[src/autoneg_adv_pkg.sv]
// Constants for the per-port auto-negotiation advertisement register block.
// Assumes a 32-bit classic Wishbone slave port and a 100 MHz mclk.
`default_nettype none
package autoneg_adv_pkg;

    // ==========================================================
    // Bus geometry
    localparam int ADR_W = 8;
    localparam int DAT_W = 32;
    localparam int SEL_W = 4;
    localparam int ADV_W = 16;

    // ==========================================================
    // Register byte offsets
    localparam logic [7:0] ADV_OFFSET        = 8'h04;
    localparam logic [7:0] LOAD_CTRL_OFFSET  = 8'h40;
    localparam logic [7:0] STRAP_STAT_OFFSET = 8'h44;

    // ==========================================================
    // Advertisement field positions
    localparam int BIT_REMOTE_FAULT = 13;
    localparam int BIT_RSVD_12      = 12;
    localparam int BIT_ASYM_PAUSE   = 11;
    localparam int BIT_SYM_PAUSE    = 10;
    localparam int BIT_100_FULL     = 8;
    localparam int BIT_100_HALF     = 7;
    localparam int BIT_10_FULL      = 6;
    localparam int BIT_10_HALF      = 5;
    localparam int SEL_FIELD_LSB    = 0;
    localparam int SEL_FIELD_W      = 5;

    localparam logic [4:0]  SEL_IEEE_8023  = 5'h01;
    // Writable bits; 15, 14 and 9 always read zero
    localparam logic [15:0] ADV_WR_MASK    = 16'h3dff;
    // Fixed reset image: 100 full/half and selector, strap bits clear
    localparam logic [15:0] ADV_RESET_BASE = 16'h0181;

    // ==========================================================
    // Load control and strap status fields
    localparam int RELOAD_BIT    = 0;
    localparam int STRAP_AUTONEG = 0;
    localparam int STRAP_SPEED   = 1;
    localparam int STRAP_DUPLEX  = 2;
    localparam int STRAP_MAN_FC  = 3;
    localparam int STRAP_W       = 4;

    typedef enum logic [2:0] {
        ST_STRAP = 3'b001,
        ST_LOAD  = 3'b010,
        ST_IDLE  = 3'b100
    } load_state_t;

endpackage
`default_nettype wire

[src/strap_defaults.sv]
// Strap capture and strap-dependent advertisement defaults.
// Assumes straps are stable around the release of the synchronous reset.
`timescale 1ns/1ps
`default_nettype none
module strap_defaults
    import autoneg_adv_pkg::*;
(
    input  wire logic                           mclk,
    input  wire logic                           rst,
    input  wire logic                           autoneg_strap,
    input  wire logic                           speed_strap,
    input  wire logic                           duplex_strap,
    input  wire logic                           manual_flow_ctrl_strap,
    output logic [autoneg_adv_pkg::STRAP_W-1:0] strap_word,
    output logic                                capture_pulse,
    output logic [autoneg_adv_pkg::ADV_W-1:0]   default_word
);

    import autoneg_adv_pkg::*;

    logic                 captured;
    logic                 next_captured;
    logic                 next_capture_pulse;
    logic [STRAP_W-1:0]   next_strap_word;

    // ==========================================================
    // Capture once, at the first edge after reset release
    always_comb begin
        next_captured      = 1'b1;
        next_capture_pulse = !captured;
        next_strap_word    = strap_word;
        if (!captured) begin
            next_strap_word = {manual_flow_ctrl_strap, duplex_strap,
                               speed_strap, autoneg_strap};
        end
    end

    always_ff @(posedge mclk) begin
        if (rst) begin
            captured      <= 1'b0;
            capture_pulse <= 1'b0;
            strap_word    <= '0;
        end else begin
            captured      <= next_captured;
            capture_pulse <= next_capture_pulse;
            strap_word    <= next_strap_word;
        end
    end

    // ==========================================================
    // Default image from latched straps
    always_comb begin
        default_word = ADV_RESET_BASE;
        default_word[BIT_SYM_PAUSE] = !strap_word[STRAP_MAN_FC];
        default_word[BIT_10_FULL]   = strap_word[STRAP_AUTONEG] |
            (!strap_word[STRAP_SPEED] & strap_word[STRAP_DUPLEX]);
        default_word[BIT_10_HALF]   = strap_word[STRAP_AUTONEG] |
            !strap_word[STRAP_SPEED];
    end

endmodule
`default_nettype wire

[src/autoneg_advert_register.sv]
// Auto-negotiation advertisement register with Wishbone access and
// an EEPROM loader port. Assumes the loader answers load_request with
// a one-cycle loader_valid carrying the full register image.
`timescale 1ns/1ps
`default_nettype none
// Summary of operation
// - 16-bit read/write register at index 4 holds advertised abilities.
// - Loader rewrites the register after reset release and after reload.
// - Loader image supplies symmetric and asymmetric pause bits.
// - Bit 13 read/write, reset 0, advertises remote fault when set.
// - Bit 11 read/write, reset 0, advertises asymmetric pause when set.
// - Bit 10 symmetric pause defaults to NOT manual flow control strap.
// - Bit 8 read/write, reset 1, advertises 100 full duplex.
// - Bit 7 read/write, reset 1, advertises 100 half duplex.
// - Bit 6 defaults to autoneg strap OR (not speed AND duplex).
// - Bit 5 defaults to autoneg strap OR not speed strap.
// - Bits 4:0 selector, read/write, reset 00001 for IEEE 802.3.
// - Straps are captured at reset release and held afterwards.
module autoneg_advert_register
    import autoneg_adv_pkg::*;
(
    input  wire logic                       mclk,
    input  wire logic                       rst,
    input  wire logic                       wb_cyc_i,
    input  wire logic                       wb_stb_i,
    input  wire logic                       wb_we_i,
    input  wire logic [autoneg_adv_pkg::ADR_W-1:0] wb_adr_i,
    input  wire logic [autoneg_adv_pkg::SEL_W-1:0] wb_sel_i,
    input  wire logic [autoneg_adv_pkg::DAT_W-1:0] wb_dat_i,
    output logic      [autoneg_adv_pkg::DAT_W-1:0] wb_dat_o,
    output logic                            wb_ack_o,
    input  wire logic                       autoneg_strap,
    input  wire logic                       speed_strap,
    input  wire logic                       duplex_strap,
    input  wire logic                       manual_flow_ctrl_strap,
    input  wire logic                       loader_valid,
    input  wire logic [autoneg_adv_pkg::ADV_W-1:0] loader_data,
    output logic                            load_request,
    output logic      [autoneg_adv_pkg::ADV_W-1:0] advert
);

    import autoneg_adv_pkg::*;

    // ==========================================================
    // Helpers
    function automatic logic [ADV_W-1:0] clean_adv(
        input logic [ADV_W-1:0] word
    );
        clean_adv = word & ADV_WR_MASK;
    endfunction

    load_state_t          state;
    load_state_t          next_state;
    logic [ADV_W-1:0]     next_advert;
    logic                 next_load_request;
    logic [ADV_W-1:0]     merged;
    logic [STRAP_W-1:0]   strap_word;
    logic                 capture_pulse;
    logic [ADV_W-1:0]     default_word;
    logic                 bus_req;
    logic                 wr_adv;
    logic                 reload_cmd;
    logic                 next_ack;
    logic [DAT_W-1:0]     next_rdata;

    strap_defaults u_straps (
        .mclk                   (mclk),
        .rst                    (rst),
        .autoneg_strap          (autoneg_strap),
        .speed_strap            (speed_strap),
        .duplex_strap           (duplex_strap),
        .manual_flow_ctrl_strap (manual_flow_ctrl_strap),
        .strap_word             (strap_word),
        .capture_pulse          (capture_pulse),
        .default_word           (default_word)
    );

    // ==========================================================
    // Request decode
    assign bus_req    = wb_cyc_i & wb_stb_i & !wb_ack_o;
    assign wr_adv     = bus_req & wb_we_i & (wb_adr_i == ADV_OFFSET);
    assign reload_cmd = bus_req & wb_we_i & wb_sel_i[0] &
                        (wb_adr_i == LOAD_CTRL_OFFSET) &
                        wb_dat_i[RELOAD_BIT];

    // Byte lanes 0 and 1 carry the register; lanes 2 and 3 are dropped
    always_comb begin
        merged = advert;
        if (wb_sel_i[0]) begin
            merged[7:0] = wb_dat_i[7:0];
        end
        if (wb_sel_i[1]) begin
            merged[15:8] = wb_dat_i[15:8];
        end
    end

    // ==========================================================
    // Register contents and loader sequencing
    always_comb begin
        next_state  = state;
        next_advert = advert;
        unique case (state)
            ST_STRAP: begin
                if (capture_pulse) begin
                    next_advert = clean_adv(default_word);
                    next_state  = ST_LOAD;
                end
            end
            ST_LOAD: begin
                if (wr_adv) begin
                    next_advert = clean_adv(merged);
                end
                // Loader image wins over a same-cycle bus write
                if (loader_valid) begin
                    next_advert = clean_adv(loader_data);
                    next_state  = ST_IDLE;
                end
            end
            ST_IDLE: begin
                if (wr_adv) begin
                    next_advert = clean_adv(merged);
                end
            end
        endcase
        // A reload arriving as a load completes is kept, not lost
        if (reload_cmd && state != ST_STRAP) begin
            next_state = ST_LOAD;
        end
        next_load_request = (next_state == ST_LOAD);
    end

    always_ff @(posedge mclk) begin
        if (rst) begin
            state        <= ST_STRAP;
            advert       <= ADV_RESET_BASE;
            load_request <= 1'b0;
        end else begin
            state        <= next_state;
            advert       <= next_advert;
            load_request <= next_load_request;
        end
    end

    // ==========================================================
    // Wishbone answer: one wait state, unmapped reads return zero
    always_comb begin
        next_ack   = bus_req;
        next_rdata = '0;
        if (bus_req && !wb_we_i) begin
            unique case (wb_adr_i)
                ADV_OFFSET:
                    next_rdata = {16'h0000, advert};
                LOAD_CTRL_OFFSET:
                    next_rdata = {31'h0, state == ST_LOAD};
                STRAP_STAT_OFFSET:
                    next_rdata = {28'h0000000, strap_word};
                default:
                    next_rdata = '0;
            endcase
        end
    end

    always_ff @(posedge mclk) begin
        if (rst) begin
            wb_ack_o <= 1'b0;
            wb_dat_o <= '0;
        end else begin
            wb_ack_o <= next_ack;
            wb_dat_o <= next_rdata;
        end
    end
endmodule
`default_nettype wire

[config.mk]
export PLATFORM = sky130hd
export DESIGN_NAME = autoneg_advert_register
export DESIGN_NICKNAME = d
export VERILOG_FILES = /design/src/autoneg_adv_pkg.sv /design/src/strap_defaults.sv /design/src/autoneg_advert_register.sv
export SDC_FILE = /design/constraint.sdc
export NUM_CORES = 1
export LEC_CHECK = 0
export ABC_CLOCK_PERIOD_IN_PS = 4300
export BUFFER_PORTS_ARGS = -buffer_cell sky130_fd_sc_hd__buf_2
export CORE_AREA = 2 2 70 72
export DETAILED_ROUTE_END_ITERATION = 10
export DIE_AREA = 0 0 72 74
export PLACE_DENSITY = 0.82
export SYNTH_ARGS = -nofsm -noshare
export SYNTH_HDL_FRONTEND = slang
export SYNTH_SLANG_ARGS = --single-unit
[constraint.sdc]
create_clock -name mclk -period 4.3 [get_ports mclk]
set_clock_uncertainty 0.2 [all_clocks]
set_input_delay 0.645 -clock mclk [delete_from_list [all_inputs] [get_ports mclk]]
set_output_delay 0.645 -clock mclk [all_outputs]
set_load 0.01 [all_outputs]
==> impl_results.md <==
- Critical Path Slowest Stage Cell: and4_1
- Fraction of power consumed by the clock network: 0.314
- Number of fill cells: roughly 420
- Average wire per standard cell: between 10 and 15 um
- Via-per-instance ratio: 5.23
- Initial antenna violation count: 0
- HPWL reported at the end of detailed placement: roughly 3600 um
- Cells after Synth: roughly 220
- Final critical path time including I/O delays and setup: about 2.2 ns
- Kind of end point of the critical path: flip-flop
- Setup tns final: 0 ns
- FF+latch count, synth: between 40 and 50
- DIE AREA: roughly 0.0053 mm2
- Initial standard-cell utilization of the core: 0.446
- Count of hold-fix buffers inserted at cts: 0
- Switching Share: 0.267
- Part of the power in registers: 0.545
- Area occupied by multi-input gates: 0.00104 mm2
- Wire length after detailed routing: between 4000 and 5000 um
- Port buffer count: 79
- Overall die height: roughly 74 um
- Worst path max stage delay: between 0.5 and 0.6 ns
- Total congestion overflow after global routing: 0
- VDD IR max: about 0.13 mV
- Number of global-route vias before repair: approximately 1600
- Number of instances in the placed design: between 300 and 400
- Storage cell area: ~860 um2
- Internal power of the cells: around 0.57 mW
- Clock slew at reported path FFs: approximately 0.08 ns
- Share of cells above drive strength 1: 0.329
- Number of I/O pins: 120
- Count of different cell masters after synthesis: 51
- YS warnings: 0
- Sequential-to-total area share from yosys stat: 0.420
- Number of flops mapped to enable cells by yosys: 0
- Cell Area, Synth: 0.00205 mm2
- Async set-or-reset flop fraction in the synthesized netlist: 0
- Tot Pwr: slightly below 0.8 mW
- Number of H-tree branching levels: 2
- Area of the core: about 0.0046 mm2
- Max clock buf depth: 2
- Number of nets in the layout: ~360
- RD Place Congestion: between 0.8 and 0.9
- Average cell area after synthesis: about 9.5 um2
- Length of the first detailed-routing pass in iterations: 4
- Wire length of the first global-routing pass: between 7000 and 8000 um
- Final count of hold timing violations: 0
- Top Family by Delay on Critical Path: simple AND/OR/NAND/NOR gates
- Via count of the routed design: ~1800
- Clock buffers created by TritonCTS: 5
- Maximum number of pins on one net before global-route repair: 25
- Bufs and invs on worst path: 1
- Result of the run: complete, no violations
- Critical path, cell by cell: buf_2 > nor4b_4 > and4_1 > o31ai_2 > a221oi_2
- Root buffer selected by CTS: clkbuf_8
- Residual antenna-violating net count after detailed routing: 0
- Post CTS Setup Buffer Count: 0
- Hold crit path type: flip-flop to flip-flop
- Remaining routing DRC violations: 0
- Leakage power: 1.20 nW
- Number of max-capacitance violations reported: 0
- Worst Setup Start Kind: input pin
- CTS tree: done
- Final Slew Violations: 0
- Setup repair after global routing missed its margin: no
- Worst slack on hold paths: between 0.2 and 0.3 ns
- Antenna fix cells: 0
- Number of design-rule violations left by the first detailed-router iteration: 141
- Critical path start-end classification: input pin to flip-flop
- Synthesis-to-layout area growth: 21.6%
- Post-route clock period utilization: 0.501
- Switching Power: 0.208 mW
- Max Clk Rate: approximately 460 MHz
- Highest fanout seen on the critical path: 7
- Data arrival time of the critical path: 2.16 ns
- Horiz. Die Dim: between 70 and 80 um
- Total Routing Usage GR: 0.184
- Required arrival time at the worst endpoint: 4.31 ns
- Finished Layout Cells: 346
- FP Rows: 25
- Combinational share of power: 0.142
- Clock sink count: 43
- Clock latency on the worst-skew pair: just under 0.3 ns
- Setup violators final: 0
- Count of cells resized by post-cts repair: 0
- Main flop type after synthesis: dfxtp_1
- Power per unit of standard cell area: around 310 mW/mm2
[cells in the final DEF, fill, tap and decap left out, types with 3 or more instances in the layout]
cell type	n
nor3_1	3
a22oi_1	10
and3_1	3
conb_1	16
nand2b_1	5
a21oi_1	8
nor3b_1	5
nand3_1	4
nand2_1	8
o22ai_1	7
dfxtp_1	43
clkbuf_8	5
inv_1	9
buf_2	79
and2_1	15
mux2i_1	17
o21ai_0	7
nor2_1	9
[routing by layer]
layer	part of all wire	vias up	GRT usage
li1	-	893	-
met1	0.40	849	0.202
met2	0.51	59	0.340
met3	0.070	8	0.0569
met4	0.019	0	0.0608
met5	0	-	0
[state kept, by name, indices dropped and copies added, names as in the netlist]
name / cells
u_straps.strap_word: 4
u_straps.captured: 1
state: 3
advert: 16
wb_ack_o: 1
wb_dat_o: 16
load_request: 1
u_straps.capture_pulse: 1
[area by class of cell]
type / instances / share of cell area
clock buffer: 6 / 0.0291
sequential: 43 / 0.346
multi-input combinational: 152 / 0.418
clock inverter: 2 / 0.00502
tap: 54 / 0.0271
inverter: 9 / 0.0136
timing repair buffer: 80 / 0.162
[final timing paths]
check	start	end	slack, ns	cells after the start
setup / recovery	wb_adr_i[3]	advert[6]	2.15	5
hold / removal	wb_ack_o	wb_ack_o	0.26	1
hold reg to reg	wb_ack_o	wb_ack_o	0.26	1
setup reg to reg	state[1]	advert[13]	2.30	4
[cell families after synthesis]
group                  Yosys count  share of synthesized area
AO/OA/AOI/OAI                   49                      0.170
XOR/XNOR                         1                    0.00427
buffers and inverters           35                     0.0995
flip-flops                      43                      0.420
multiplexers                    17                     0.0830
other                            1                    0.00183
AND/OR/NAND/NOR                 69                      0.222
[cells in the mapped netlist (2+ instances only)]
cell | instances | area [um2]
nand2b_1 | 5 | 31.3
a22oi_1 | 10 | 75.1
nor3_1 | 3 | 15.0
nand3_1 | 4 | 20.0
a21oi_1 | 8 | 40.0
nand4_1 | 2 | 12.5
nor3b_1 | 5 | 37.5
o21bai_1 | 2 | 15.0
o22ai_1 | 7 | 43.8
and3_1 | 3 | 18.8
buf_2 | 4 | 20.0
inv_1 | 9 | 33.8
clkbuf_1 | 5 | 18.8
nor2b_1 | 2 | 12.5
buf_4 | 16 | 120
nand2_1 | 8 | 30.0
and2_1 | 15 | 93.8
dfxtp_1 | 43 | 861
o21ai_0 | 7 | 35.0
o2111ai_1 | 2 | 17.5
nor2_1 | 9 | 33.8
mux2i_1 | 17 | 170
[through the flow]
step,worst slack (ns),area [um2],utilization
2_1_floorplan,2.26,2110,-
3_3_place_gp,1.91,2410,0.523
3_5_place_dp,1.85,2410,0.523
4_1_cts,2.15,2490,0.542
5_1_grt,2.07,2490,0.542
6_report,2.15,2490,0.542
[power by group through the flow]
stage	logic [mW]	registers [mW]	clock network (mW)
after floorplan	0.0786	0.432	0
after global placement	0.107	0.434	0
after detailed placement	0.110	0.434	0
after CTS	0.111	0.425	0.249
after global routing	0.123	0.428	0.271
final	0.110	0.425	0.245
Power figures use the tool's default switching activity.
